$ cat config.mk
export PLATFORM = sky130hd
export DESIGN_NAME = pocc_top
export DESIGN_NICKNAME = d
export VERILOG_FILES = /design/src/design/pocc_pkg.sv /design/src/design/pocc_if.sv /design/src/design/pocc_out_gate.sv /design/src/design/pocc_top.sv
export SDC_FILE = /design/constraint.sdc
export NUM_CORES = 1
export LEC_CHECK = 0
export ABC_AREA = 1
export BUFFER_PORTS_ARGS = -buffer_cell sky130_fd_sc_hd__clkbuf_2
export CORE_UTILIZATION = 53
export CTS_CLUSTER_DIAMETER = 60
export DETAILED_ROUTE_END_ITERATION = 12
export GPL_ROUTABILITY_DRIVEN = 0
export PLACE_DENSITY = 0.82
export SETUP_SLACK_MARGIN = 0.4
export SLEW_MARGIN = 10
export SYNTH_ARGS = -nofsm -noshare
export SYNTH_HDL_FRONTEND = slang
export SYNTH_HIERARCHICAL = 1
export SYNTH_SLANG_ARGS = --single-unit
$ cat constraint.sdc
create_clock -name clk_i -period 2.6 [get_ports clk_i]
set_input_delay 0.39 -clock clk_i [delete_from_list [all_inputs] [get_ports clk_i]]
set_output_delay 0.39 -clock clk_i [all_outputs]
set_load 0.05 [all_outputs]
$ cat src/design/pocc_pkg.sv
// pocc_pkg: constants for the pattern output channel configuration block.
// assumes a register port addressed by the register's documented value.
`default_nettype none
package pocc_pkg;
    // ****************************************
    // register addresses (documented values)
    // ****************************************
    localparam logic [31:0] ADDR_BOARD_COMMAND = 32'h0000_0000;
    localparam logic [31:0] ADDR_CHANNEL_WIDTH = 32'h0000_2af8;
    localparam logic [31:0] ADDR_BIT_ENABLE    = 32'h0000_2b16;
    // ****************************************
    // command codes
    // ****************************************
    localparam logic [31:0] CMD_FULL_RESET     = 32'h0000_0000;
    localparam logic [31:0] CMD_LOW_POWER      = 32'h0000_001e;
    // ****************************************
    // channel width masks
    // ****************************************
    localparam logic [31:0] CW_MODULE0_NARROW  = 32'h0000_0001;
    localparam logic [31:0] CW_MODULE0_WIDE    = 32'h0000_0003;
    localparam logic [31:0] CW_MODULE1_NARROW  = 32'h0000_0010;
    localparam logic [31:0] CW_MODULE1_WIDE    = 32'h0000_0030;
    localparam logic [31:0] CW_BOTH_NARROW     = 32'h0000_0011;
    localparam logic [31:0] CW_BOTH_WIDE       = 32'h0000_0033;
    localparam logic [31:0] CW_RESET           = 32'h0000_0001;
    localparam logic [31:0] BIT_ENABLE_RESET   = 32'h0000_0000;
    localparam logic [31:0] ZERO_WORD          = 32'h0000_0000;
    // ****************************************
    // field positions and widths
    // ****************************************
    localparam int          NUM_OUT            = 32;
    localparam int          MOD_WIDTH          = 16;
    localparam int          M0_LO              = 0;
    localparam int          M0_HI              = 1;
    localparam int          M1_LO              = 4;
    localparam int          M1_HI              = 5;
    localparam logic [31:0] ODD_BITS           = 32'haaaa_aaaa;

    typedef enum logic [1:0] {
        POCC_RUN_NORMAL = 2'b01,
        POCC_RUN_LOWPWR = 2'b10
    } pocc_power_e;
endpackage : pocc_pkg
`default_nettype wire

$ cat src/design/pocc_if.sv
// pocc_if: applied channel setting passed from the register bank to the output gate.
// assumes both ends run on the same clock.
`default_nettype none
interface pocc_if;
    logic [31:0] chan_width;
    logic [31:0] bit_mask;
    modport bank (output chan_width, output bit_mask);
    modport gate (input chan_width, input bit_mask);
endinterface : pocc_if
`default_nettype wire

$ cat src/design/pocc_out_gate.sv
// pocc_out_gate: combines channel width and per-bit mask into output enables.
// assumes inputs are registered run settings on the same clock.
`default_nettype none
module pocc_out_gate (
    pocc_if.gate              cfg,
    output logic [31:0]       drive_en_o
);
    logic [31:0] chan_allow;

    // ****************************************
    // per-bit allow from channel width
    // ****************************************
    for (genvar b = 0; b < pocc_pkg::NUM_OUT; b++) begin : g_bit
        localparam bit MOD1 = (b >= pocc_pkg::MOD_WIDTH);
        localparam int LO   = MOD1 ? pocc_pkg::M1_LO : pocc_pkg::M0_LO;
        localparam int HI   = MOD1 ? pocc_pkg::M1_HI : pocc_pkg::M0_HI;
        always_comb begin
            if (!cfg.chan_width[LO])
                chan_allow[b] = 1'b0;
            else if (!cfg.chan_width[HI])
                chan_allow[b] = !pocc_pkg::ODD_BITS[b];
            else
                chan_allow[b] = 1'b1;
        end
    end

    // mask can only take bits away, never add
    assign drive_en_o = chan_allow & cfg.bit_mask;
endmodule : pocc_out_gate
`default_nettype wire

$ cat src/design/pocc_top.sv
// pocc_top: command, channel width and bit enable registers of the pattern board.
// assumes a single-cycle register port on clk_i; memory and run logic sit outside.
//
// Functional notes
// power-down command puts the board in low-power mode.
// reset command or run start returns the board to normal mode.
// power-down or reset invalidates sample memory contents.
// reset command restores every setting to its default.
// width masks: 1/3 for module 0, 16/48 for module 1.
// software ORs module values; only both-narrow or both-wide valid. The code also keeps the module-0-only masks 1 and 3 as valid.
// invalid width masks are remapped; reads return applied mask.
// width setting takes effect at next run start.
// disabled output bits are tristated.
// per-bit enable mask is 32-bit read/write, 1 enables.
// upper half controls module 1, lower half module 0.
// output enabled only if mask and channel setting both allow.
// narrow modes keep odd output bits disabled.
// per-bit mask resets to zero.
// software programs one width option per module.
// unknown command codes are ignored.
`default_nettype none
module pocc_top (
    // clock and reset
    input  wire logic        clk_i,
    input  wire logic        reset_n_i,
    // register port
    input  wire logic        reg_wr_i,
    input  wire logic        reg_rd_i,
    input  wire logic [31:0] reg_addr_i,
    input  wire logic [31:0] reg_wdata_i,
    output logic      [31:0] reg_rdata_o,
    output logic             reg_rvalid_o,
    // run control from sequencer
    input  wire logic        run_start_i,
    // status
    output logic             low_power_o,
    output logic             mem_valid_o,
    output logic      [31:0] run_chan_width_o,
    // pattern pins
    input  wire logic [31:0] pattern_i,
    output logic      [31:0] pin_o,
    output logic      [31:0] pin_oe_n_o
);
    pocc_if cfg_bus ();

    pocc_pkg::pocc_power_e power_q, power_d;
    logic        low_power_q, low_power_d;
    logic [31:0] cw_q, cw_d;
    logic [31:0] run_cw_q, run_cw_d;
    logic [31:0] mask_q, mask_d;
    logic [31:0] run_mask_q, run_mask_d;
    logic        mem_valid_q, mem_valid_d;
    logic [31:0] rdata_q, rdata_d;
    logic        rvalid_q, rvalid_d;
    logic [31:0] pin_q, pin_d;
    logic [31:0] oe_n_q, oe_n_d;
    logic [31:0] drive_en;
    logic        wr_cmd, cmd_reset, cmd_lowpwr;

    // ****************************************
    // width remap
    // ****************************************
    // module 1 alone is not a legal mask; narrow maps to module 0 narrow, wide maps to both wide
    function automatic logic [31:0] remap_width(input logic [31:0] v);
        logic m0n, m0w, m1n, m1w;
        m0n = v[pocc_pkg::M0_LO];
        m0w = v[pocc_pkg::M0_HI];
        m1n = v[pocc_pkg::M1_LO];
        m1w = v[pocc_pkg::M1_HI];
        if (m0w || m1w) begin
            if (m1n || m1w)
                remap_width = pocc_pkg::CW_BOTH_WIDE;
            else
                remap_width = pocc_pkg::CW_MODULE0_WIDE;
        end else if (m0n && m1n)
            remap_width = pocc_pkg::CW_BOTH_NARROW;
        else
            remap_width = pocc_pkg::CW_MODULE0_NARROW;
    endfunction

    assign wr_cmd     = reg_wr_i && (reg_addr_i == pocc_pkg::ADDR_BOARD_COMMAND);
    assign cmd_reset  = wr_cmd && (reg_wdata_i == pocc_pkg::CMD_FULL_RESET);
    assign cmd_lowpwr = wr_cmd && (reg_wdata_i == pocc_pkg::CMD_LOW_POWER);

    // ****************************************
    // register bank next state
    // ****************************************
    always_comb begin
        power_d     = power_q;
        cw_d        = cw_q;
        run_cw_d    = run_cw_q;
        mask_d      = mask_q;
        run_mask_d  = run_mask_q;
        mem_valid_d = mem_valid_q;
        if (reg_wr_i && reg_addr_i == pocc_pkg::ADDR_CHANNEL_WIDTH)
            cw_d = remap_width(reg_wdata_i);
        if (reg_wr_i && reg_addr_i == pocc_pkg::ADDR_BIT_ENABLE)
            mask_d = reg_wdata_i;
        if (run_start_i) begin
            run_cw_d    = cw_d;
            run_mask_d  = mask_d;
            power_d     = pocc_pkg::POCC_RUN_NORMAL;
            mem_valid_d = 1'b1;
        end
        // other codes fall through untouched
        if (cmd_lowpwr) begin
            power_d     = pocc_pkg::POCC_RUN_LOWPWR;
            mem_valid_d = 1'b0;
        end
        if (cmd_reset) begin
            power_d     = pocc_pkg::POCC_RUN_NORMAL;
            cw_d        = pocc_pkg::CW_RESET;
            run_cw_d    = pocc_pkg::CW_RESET;
            mask_d      = pocc_pkg::BIT_ENABLE_RESET;
            run_mask_d  = pocc_pkg::BIT_ENABLE_RESET;
            mem_valid_d = 1'b0;
        end
        // status flag has its own flop so the port needs no decode
        low_power_d = (power_d == pocc_pkg::POCC_RUN_LOWPWR);
    end

    // ****************************************
    // readback
    // ****************************************
    always_comb begin
        rvalid_d = reg_rd_i;
        rdata_d  = pocc_pkg::ZERO_WORD;
        if (reg_rd_i) begin
            unique case (reg_addr_i)
                pocc_pkg::ADDR_BOARD_COMMAND: rdata_d = pocc_pkg::ZERO_WORD;
                pocc_pkg::ADDR_CHANNEL_WIDTH: rdata_d = cw_q;
                pocc_pkg::ADDR_BIT_ENABLE:    rdata_d = mask_q;
                default:                      rdata_d = pocc_pkg::ZERO_WORD;
            endcase
        end
    end

    // ****************************************
    // output pins
    // ****************************************
    assign cfg_bus.chan_width = run_cw_q;
    assign cfg_bus.bit_mask   = run_mask_q;

    pocc_out_gate u_gate (
        .cfg        (cfg_bus),
        .drive_en_o (drive_en)
    );

    always_comb begin
        // low power drops every driver as well
        if (low_power_q)
            oe_n_d = ~pocc_pkg::ZERO_WORD;
        else
            oe_n_d = ~drive_en;
        // data follows the enable, so a released pin never carries pattern bits
        pin_d = pattern_i & ~oe_n_d;
    end

    // ****************************************
    // register bank flops
    // ****************************************
    // run copies feed the pins; front copies are what software reads back
    always_ff @(posedge clk_i) begin
        if (!reset_n_i) begin
            power_q     <= pocc_pkg::POCC_RUN_NORMAL;
            low_power_q <= 1'b0;
            cw_q        <= pocc_pkg::CW_RESET;
            run_cw_q    <= pocc_pkg::CW_RESET;
            mask_q      <= pocc_pkg::BIT_ENABLE_RESET;
            run_mask_q  <= pocc_pkg::BIT_ENABLE_RESET;
            mem_valid_q <= 1'b0;
        end else begin
            power_q     <= power_d;
            low_power_q <= low_power_d;
            cw_q        <= cw_d;
            run_cw_q    <= run_cw_d;
            mask_q      <= mask_d;
            run_mask_q  <= run_mask_d;
            mem_valid_q <= mem_valid_d;
        end
    end

    // ****************************************
    // readback flops
    // ****************************************
    // one-cycle answer; a write in the read's cycle is not yet visible
    always_ff @(posedge clk_i) begin
        if (!reset_n_i) begin
            rdata_q  <= pocc_pkg::ZERO_WORD;
            rvalid_q <= 1'b0;
        end else begin
            rdata_q  <= rdata_d;
            rvalid_q <= rvalid_d;
        end
    end

    // ****************************************
    // pin flops
    // ****************************************
    // enables start released so nothing drives before software asks for it
    always_ff @(posedge clk_i) begin
        if (!reset_n_i) begin
            pin_q  <= pocc_pkg::ZERO_WORD;
            oe_n_q <= ~pocc_pkg::ZERO_WORD;
        end else begin
            pin_q  <= pin_d;
            oe_n_q <= oe_n_d;
        end
    end

    // ****************************************
    // outputs
    // ****************************************
    assign reg_rdata_o      = rdata_q;
    assign reg_rvalid_o     = rvalid_q;
    assign low_power_o      = low_power_q;
    assign mem_valid_o      = mem_valid_q;
    assign run_chan_width_o = run_cw_q;
    assign pin_o            = pin_q;
    assign pin_oe_n_o       = oe_n_q;
endmodule : pocc_top
`default_nettype wire

==> results of run 1 <==
[report_power, final]
part | switching [mW] | internal, mW
clock network | 1.33 | 2.04
logic | 0.268 | 0.150
registers | 0.0200 | 3.55
[through the flow]
stage          hold WS, ns  total power, mW  utilization  setup slack (ns)
2_1_floorplan        0.437             3.91            -              1.05
3_3_place_gp         0.445             4.05        0.622             0.575
3_5_place_dp         0.448             4.06        0.622             0.480
4_1_cts             0.0580             7.40        0.672             0.722
5_1_grt             0.0607             7.60        0.672             0.692
6_report            0.0687             7.36        0.672             0.749
[registers in the layout (all words and copies together) (netlist names)]
signal and count:
power_q 2, pin_o 32, cw_q 32, reg_rdata_o 32, mask_q 32, pin_oe_n_o 32, cfg_bus.bit_mask 32, low_power_o 1
mem_valid_o 1, run_chan_width_o 32, reg_rvalid_o 1
[area by class of cell]
| type | count | area share |
|---|---|---|
| well taps | 216 | 0.0254 |
| repair buffers | 248 | 0.122 |
| multi-input cells | 722 | 0.293 |
| clock buffers | 33 | 0.0652 |
| flip-flops and latches | 229 | 0.431 |
| inverters | 156 | 0.0551 |
| clock inverters | 7 | 0.00859 |
[synth_stat cells]
master      n
nor2_1    178
buf_2      18
buf_6       9
nand3_1   107
inv_1     156
a21boi_0    1
nand4_1     4
a21oi_1    96
dfxtp_1   229
nand2_4     2
or2_2      36
nor2_2      3
nor3_1      2
nand2_1   287
clkbuf_1   31
buf_1       3
nand2_2     2
o21ai_0     4
[cell families after synthesis]
kind of cell | Yosys count | synth area share
compound gates | 101 | 0.0591
buf+inv | 217 | 0.105
simple gates | 621 | 0.302
flops | 229 | 0.534
[cell usage in the layout (no fill, tap or decap), types with 16 or more instances in the layout]
cell type / netlist / layout
nand2_1: 287 / 287
clkbuf_2: 0 / 230
dfxtp_1: 229 / 229
nor2_1: 178 / 177
inv_1: 156 / 156
nand3_1: 107 / 106
a21oi_1: 96 / 96
or2_2: 36 / 36
clkbuf_16: 0 / 23
buf_4: 0 / 16
[worst max-delay path by stage]
stage | start | endpoint | slack, ns
2_1_floorplan | reg_addr_i[31] | cw_q[1] | 1.05
3_3_place_gp | reg_wr_i | mask_q[22] | 0.57
3_5_place_dp | reg_wr_i | mask_q[29] | 0.48
4_1_cts | run_chan_width_o[0] | run_chan_width_o[0] | 0.72
5_1_grt | run_chan_width_o[0] | run_chan_width_o[0] | 0.69
6_report | run_chan_width_o[0] | run_chan_width_o[0] | 0.75
[layer usage]
metal	vias up	track usage	part of all wire
li1	3965	-	-
met1	3510	0.352	0.45
met2	298	0.408	0.45
met3	52	0.0339	0.066
met4	0	0.0879	0.027
met5	-	0	0
==> impl_metrics.ini, run 1 <==
[clocking]
post_cts_resized = 0
clk_latency_ns = 0.51
cts_buffer_depth = 3
cts_tree = yes
cts_hold_buf = 0
htree_levels = 1
cts_buffers = 23
cts_sinks = 229
cts_setup_buffers = 0
cts_root_buf = clkbuf_16
path_clk_slew_ns = 0.06

[worst_hold_path]
hp-class = in2reg
holdPathStages = 3
min_from = pattern_i[25]
min_to = pin_o[25]

[worst_setup_path]
worstPathArrival_ns = 1.46
critPathMaxFanout = 11
worst-path-buf-inv = 1
critical-path-top-delay-family = flip-flops
crit_slowest_cell = dfxtp_1
path_class = reg2out
crit_cells = 1
timing.rr.start = run_chan_width_o[0]
rrSetupSlack_ns = 1.52
reg2reg_to = pin_o[9]
path_cells = clkbuf_2
reg2regPathDepth = 4
cp-start-kind = flop
cpPeakStageDelay_ns = 0.59
cp-end-kind = output pin
cp.required_ns = 2.21

[finish]
fin_area_um2 = 10600
fillers = 1353
area_growth_pct = 23.8
final_cells = 1611
drive_gt1_frac = 0.238
multi_input_area_um2 = 3120
nets = 1481
num_antenna_cells = 0
regArea_um2 = 4580

[floorplanning]
die_area_um2 = 16700
io_pins = 232
num_rows = 46
coreArea_um2 = 15800
chipHeight_um = 129
initial_utilization = 0.543
die_w_um = 129

[sta]
worstMarginPinSlew_ns = 0.572
relSlewSlack = 0.618
finalSetupViolations = 0
report.final.slew_viol_count = 0
fin_tns_setup_ns = 0
fin_crit_sh = 0.712
max_freq_ghz = 0.540
finalCriticalPeriod_ns = 1.85
final_hold_viol_count = 0
rsz0062_at_grt = no
final.setup_skew_ns = 0.0154

[drt]
dr.pass1.iters = 5
drtAntennaViolNets = 0
wl_per_cell_um = 13.3
drc = 0
drt_iter0_drc = 537
via_per_inst = 4.86
num_vias = 7825
routed_wl_um = 21400

[logic_synthesis]
yosysWarnings = 6
synth_area_leaders = dfxtp_1 (53%), nand2_1 (13%), nor2_1 (7.8%), inv_1 (6.8%), nand3_1 (6.2%)
syn_nets = 1269
ys_seq_area_frac = 0.534
avgSynthCellArea_um2 = 7.36
synth-seq-cells = 229
yosysTopAreaCellShare = 0.534
syn_area_um2 = 8590
syn_inst = 1168
yosysUniqueCellTypes = 18
synth_top_cell_by_area = dfxtp_1

[placed_design]
dp.cells = 1571
dp_hpwl_um = 14900
io_buffers = 231
postPlaceCellArea_um2 = 9850

[global_route]
grt_pass1_wl_um = 33800
grt_use_total = 0.254
overflow = 0
grt_pass1_vias = 6977
grt_max_degree = 60
antenna_found_initial = 0

[job]
max-cap-violations = 0

[power]
p_leak_nw = 5.07
powerDensity_nw_per_um2 = 692
irDropWorstVdd_uv = 586

[outcome]
status = completed
Power figures use the tool's default switching activity.
==> run 2: changes to the inputs <==
Settings changed: ABC_AREA 1 to 0, CORE_UTILIZATION 53 to 46, PLACE_DENSITY 0.82 to 0.77.
Clock period 2.6 ns to 1.6 ns, I/O delays scaled along.
==> run 2 against run 1 <==
The run now ends with negative setup slack left. Largest power group is now clock. Die area up 4.1%. Largest cell class unchanged. Critical path type is now in2reg. Sequential power up 63%. Register-to-register slack worse by 1.1 ns.
==> impl_metrics.ini, run 2 <==
[logic_synthesis]
synth-seq-cells = 229
syn_nets = 893
yosysTopAreaCellShare = 0.590
synth-edff-count = 0
synth_top_cell_by_area = dfxtp_1
synth_top_flop_cell = dfxtp_1
yosysMostFrequentCell = dfxtp_1
syn_area_um2 = 7770
ys_seq_area_frac = 0.590
yosysWarnings = 6
syn_inst = 792
synth-async-reset-ratio = 0
yosysUniqueCellTypes = 36
avgSynthCellArea_um2 = 9.81
synth_area_leaders = dfxtp_1 (59%), nor2_1 (6.5%), mux2i_1 (4.1%), and3_1 (3.8%), a22oi_1 (3.1%)
synth_commonest_cells = dfxtp_1 (229), nor2_1 (134), nand2_1 (63), and3_1 (47), clkbuf_1 (38)

[worst_hold_path]
hp-class = in2reg
min_from = pattern_i[16]

[clocking]
cts_tree = yes
htree_levels = 1
cts_buffer_depth = 3
cts_sinks = 229
cts_root_buf = clkbuf_16
path_clk_slew_ns = 0.07
clk_latency_ns = 0.51
cts_buffers = 24

[sta]
rsz0062_at_grt = yes
report.final.slew_viol_count = 0
fin_tns_setup_ns = -17.44
finalSetupViolations = 132
finalCriticalPeriod_ns = 1.82
final.setup_skew_ns = 0.0224
worstMarginPinSlew_ns = 0.460
hold_slack_ns = 0.0407
fin_crit_sh = 1.14
final_hold_viol_count = 0
relSlewSlack = 0.685
fin_ws_ns = -0.218
max_freq_ghz = 0.550

[finish]
num_antenna_cells = 0
multi_input_area_um2 = 3950
fillers = 688
mostFrequentLayoutCell = dfxtp_1
drive_gt1_frac = 0.603
regArea_um2 = 4740
final_cells = 1375
area_growth_pct = 79.1
nets = 1238
utilization = 0.842
layout_common_cells = dfxtp_1 (114), dfxtp_2 (110), clkbuf_2 (105), nor2_1 (84), buf_4 (66)

[placed_design]
dp_hpwl_um = 15200
io_buffers = 231
dp.cells = 1260

[drt]
routed_wl_um = 32100
dr.pass1.iters = 7
wl_per_cell_um = 23.4
via_per_inst = 5.74
drt_iter0_drc = 682
num_vias = 7888
drc = 0
drtAntennaViolNets = 0

[worst_setup_path]
cp-end-kind = flop
crit_path_start = reg_addr_i[7]
worstPathArrival_ns = 2.20
cp-start-kind = input port
path_class = in2reg
timing.rr.start = run_chan_width_o[0]
cp.required_ns = 1.98
critPathMaxFanout = 11

[global_route]
grt_pass1_vias = 7409
antenna_found_initial = 0
grt_use_total = 0.298
grt_pass1_wl_um = 40500
overflow = 0
grt_max_degree = 65

[floorplanning]
io_pins = 232
initial_utilization = 0.470
die_w_um = 132
chipHeight_um = 132
num_rows = 47
die_area_um2 = 17400
coreArea_um2 = 16500

[power]
total_power_mw = 12.8
powerDensity_nw_per_um2 = 920
p_leak_nw = 5.50
irDropWorstVdd_uv = 780

[outcome]
violations = negative setup slack
status = finished with violations

[job]
max-cap-violations = 0
## run 2: cell types whose count changed after synthesis, sizes merged, moves of 12 or more
cell    delta
nor2      -47
mux2i     +32
nor4      +13
or2       -35
a22oi     +32
nand2b    +29
nand2    -228
a21oi     -63
and2      +16
inv      -152
buf       -12
a211oi    +32
and3      +53
nand3     -76
## run 2: cell families (layout without fill, tap and decap cells)
family,count (synthesis),after routing,share of synthesized area
AND/OR/NAND/NOR,367,367,0.234
multiplexers,32,32,0.0412
flip-flops,229,229,0.590
buffers and inverters,60,423,0.0362
AO/OA/AOI/OAI,104,104,0.0989
## run 2: layer usage
layer / track usage / share of wire / up-vias
met5: 0 / 0 / -
met4: 0.150 / 0.053 / 0
met3: 0.0623 / 0.081 / 131
met2: 0.502 / 0.49 / 481
met1: 0.362 / 0.37 / 3850
li1: - / - / 3426
## run 2: layout make-up
type | instances | area share
multi-input combinational | 503 | 0.284
clock inverter | 11 | 0.00998
sequential | 229 | 0.341
clock buffer | 33 | 0.0500
tap | 220 | 0.0198
inverter | 4 | 0.00108
timing repair buffer | 375 | 0.295
## run 2: power breakdown
group          switching, mW  internal, mW
combinational          0.583         0.518
clock                   2.36          3.53
sequential            0.0484          5.76
## run 2: critical path, cell delays in order
cell	delay (ns)
clkbuf_2	0.12
nor4_4	0.41
nand4_1	0.14
buf_4	0.18
nor4_4	0.21
buf_6	0.26
mux2i_1	0.33
buf_4	0.21
a211oi_2	0.08
## run 2: path summary, 6_finish.rpt
kind                          endpoint  slack, ns  cells past startpoint
setup / recovery  cfg_bus.bit_mask[11]      -0.22                      9
hold / removal               pin_o[16]       0.04                      2
setup reg to reg   run_chan_width_o[0]       0.46                      4
hold reg to reg               cw_q[14]       0.48                      2
## run 2: metrics by stage
stage | instance area (µm²) | setup slack [ns]
4_1_cts | 12400 | -0.0650
3_3_place_gp | 9700 | -0.798
2_1_floorplan | 7850 | -0.194
3_5_place_dp | 9700 | -0.857
5_1_grt | 13900 | -0.258
6_report | 13900 | -0.218
## run 2: repair_timing
item / CTS / global route
endpoints found under the setup margin: 295 / 295
pin swaps: 42 / 48
hold endpoints to repair: 31 / 0
hold buffers: 31 / 0
resized for setup: 282 / 539
buffers inserted: 18 / 6
cloned: 11 / 5
==> run 3: changes to the inputs <==
Settings changed: CORE_MARGIN set to 4, GPL_TIMING_DRIVEN set to 0.
==> run 3 against run 2 <==
The run still ends with negative setup slack left. Clock skew down 0.0040 ns. Clock-buffer cell count up 4. Die area up 9.3%. Critical path type unchanged. Critical endpoint is now cw_q[22]. Largest power group is now registers. Highest routed layer unchanged.
==> impl_metrics.ini, run 3 (synthesis results as in run 2) <==
[outcome]
status = finished with violations
violations = negative setup slack

[power]
powerDensity_nw_per_um2 = 920
p_leak_nw = 5.27
irDropWorstVdd_uv = 715

[floorplanning]
io_pins = 232
chipHeight_um = 138
initial_utilization = 0.469
num_rows = 47
coreArea_um2 = 16600
die_w_um = 138
die_area_um2 = 19000

[clocking]
path_clk_slew_ns = 0.06
clk_latency_ns = 0.52
cts_tree = yes
cts_root_buf = clkbuf_16
htree_levels = 1
cts_buffers = 24
cts_sinks = 229
cts_buffer_depth = 3

[finish]
area_growth_pct = 71.0
fillers = 773
drive_gt1_frac = 0.540
final_cells = 1375
layout_common_cells = dfxtp_1 (149), clkbuf_2 (141), nor2_1 (86), buf_8 (82), dfxtp_2 (75)
mostFrequentLayoutCell = dfxtp_1
nets = 1241

[worst_setup_path]
path_class = in2reg
crit_slowest_cell = nor4_4
cp-start-kind = input port
cp-end-kind = flop
crit_path_start = reg_addr_i[9]
critPathMaxFanout = 8
timing.rr.start = run_chan_width_o[4]
rrSetupSlack_ns = 0.38
cpPeakStageDelay_ns = 0.43
worstPathArrival_ns = 2.36
path_cells = clkbuf_8, nor4_4, and4_1, nand4_1, o41ai_4, buf_6, buf_16, clkbuf_16, nor2_1
cp.required_ns = 2.01

[sta]
final.setup_skew_ns = 0.0184
final_hold_viol_count = 0
report.final.slew_viol_count = 0
finalSetupViolations = 143
fin_crit_sh = 1.22
finalCriticalPeriod_ns = 1.96
fin_tns_setup_ns = -36.97
worstMarginPinSlew_ns = 0.796
relSlewSlack = 0.470
rsz0062_at_grt = yes
max_freq_ghz = 0.511
fin_ws_ns = -0.356

[placed_design]
dp_hpwl_um = 16900
dp.cells = 1243
pre_cts_ws_ns = -1.06
io_buffers = 231

[worst_hold_path]
hp-class = in2reg
min_from = pattern_i[20]

[drt]
drc = 0
dr.pass1.iters = 5
drtAntennaViolNets = 0
num_vias = 8156
wl_per_cell_um = 24.4
via_per_inst = 5.93
routed_wl_um = 33500
drt_iter0_drc = 931

[global_route]
antenna_found_initial = 1
grt_use_total = 0.251
grt_pass1_vias = 6858
grt_pass1_wl_um = 37100
overflow = 0
grt_max_degree = 14

[job]
max-cap-violations = 0
==> run 3: cell count changes in the layout (fill, tap and decap cells not counted), sizes merged <==
cell and delta:
buf -29, clkinv -4, bufinv -3, clkinvlp -2, inv +1, clkbuf +36, diode +1
==> run 3: where the power goes <==
part	internal (mW)	switching, mW
clock	3.13	2.28
combinational	0.445	0.572
sequential	5.76	0.0443
==> run 3: worst paths after layout <==
check                            endpoint  cells past startpoint
worst min-delay path            pin_o[20]                      2
worst max register to register  pin_o[28]                      5
worst min register to register   cw_q[14]                      2
worst max-delay path             cw_q[22]                      9
==> run 3: timing repair <==
item	4_1_cts	5_1_grt
pin swaps	20	45
buffers inserted	15	28
endpoints found under the setup margin	359	355
cloned	4	13
hold endpoints to repair	31	0
gates resized for setup	118	682
hold buffers	31	0
==> run 3: metal layers <==
metal / global-route usage / vias up / wire, µm
met4: 0.110 / 0 / 2090
met1: 0.305 / 3877 / 12100
met3: 0.0497 / 180 / 3270
met2: 0.434 / 668 / 16100
li1: - / 3431 / -
met5: 0 / - / 0
==> run 3: critical path: cells and delay by family <==
kind / cells / cell delay (ns)
AOI/OAI and AO/OA: 1 / 0.37
buffers and inverters: 4 / 0.73
and+or+nand+nor: 4 / 1.01
==> run 3: per-stage QoR <==
stage | cell area (µm²) | utilization | total power, mW | hold WS, ns
after global routing | 13300 | 0.801 | 12.5 | 0.0298
after detailed placement | 9290 | 0.560 | 6.51 | 0.436
after global placement | 9290 | 0.560 | 6.51 | 0.433
after CTS | 11100 | 0.668 | 11.9 | 0.0305
final | 13300 | 0.801 | 12.2 | 0.0263
after floorplan | 7850 | - | 6.24 | 0.386
==> run 3: cell type report <==
type | instances | area, µm² | share of cell area
timing repair buffer | 322 | 3070 | 0.231
clock buffer | 37 | 731 | 0.0550
clock inverter | 3 | 21.3 | 0.00160
buffer | 56 | 551 | 0.0414
antenna | 1 | 2.50 | 0.000188
inverter | 4 | 15.0 | 0.00113
tap | 220 | 275 | 0.0207
multi-input combinational | 503 | 3930 | 0.296
sequential | 229 | 4700 | 0.353
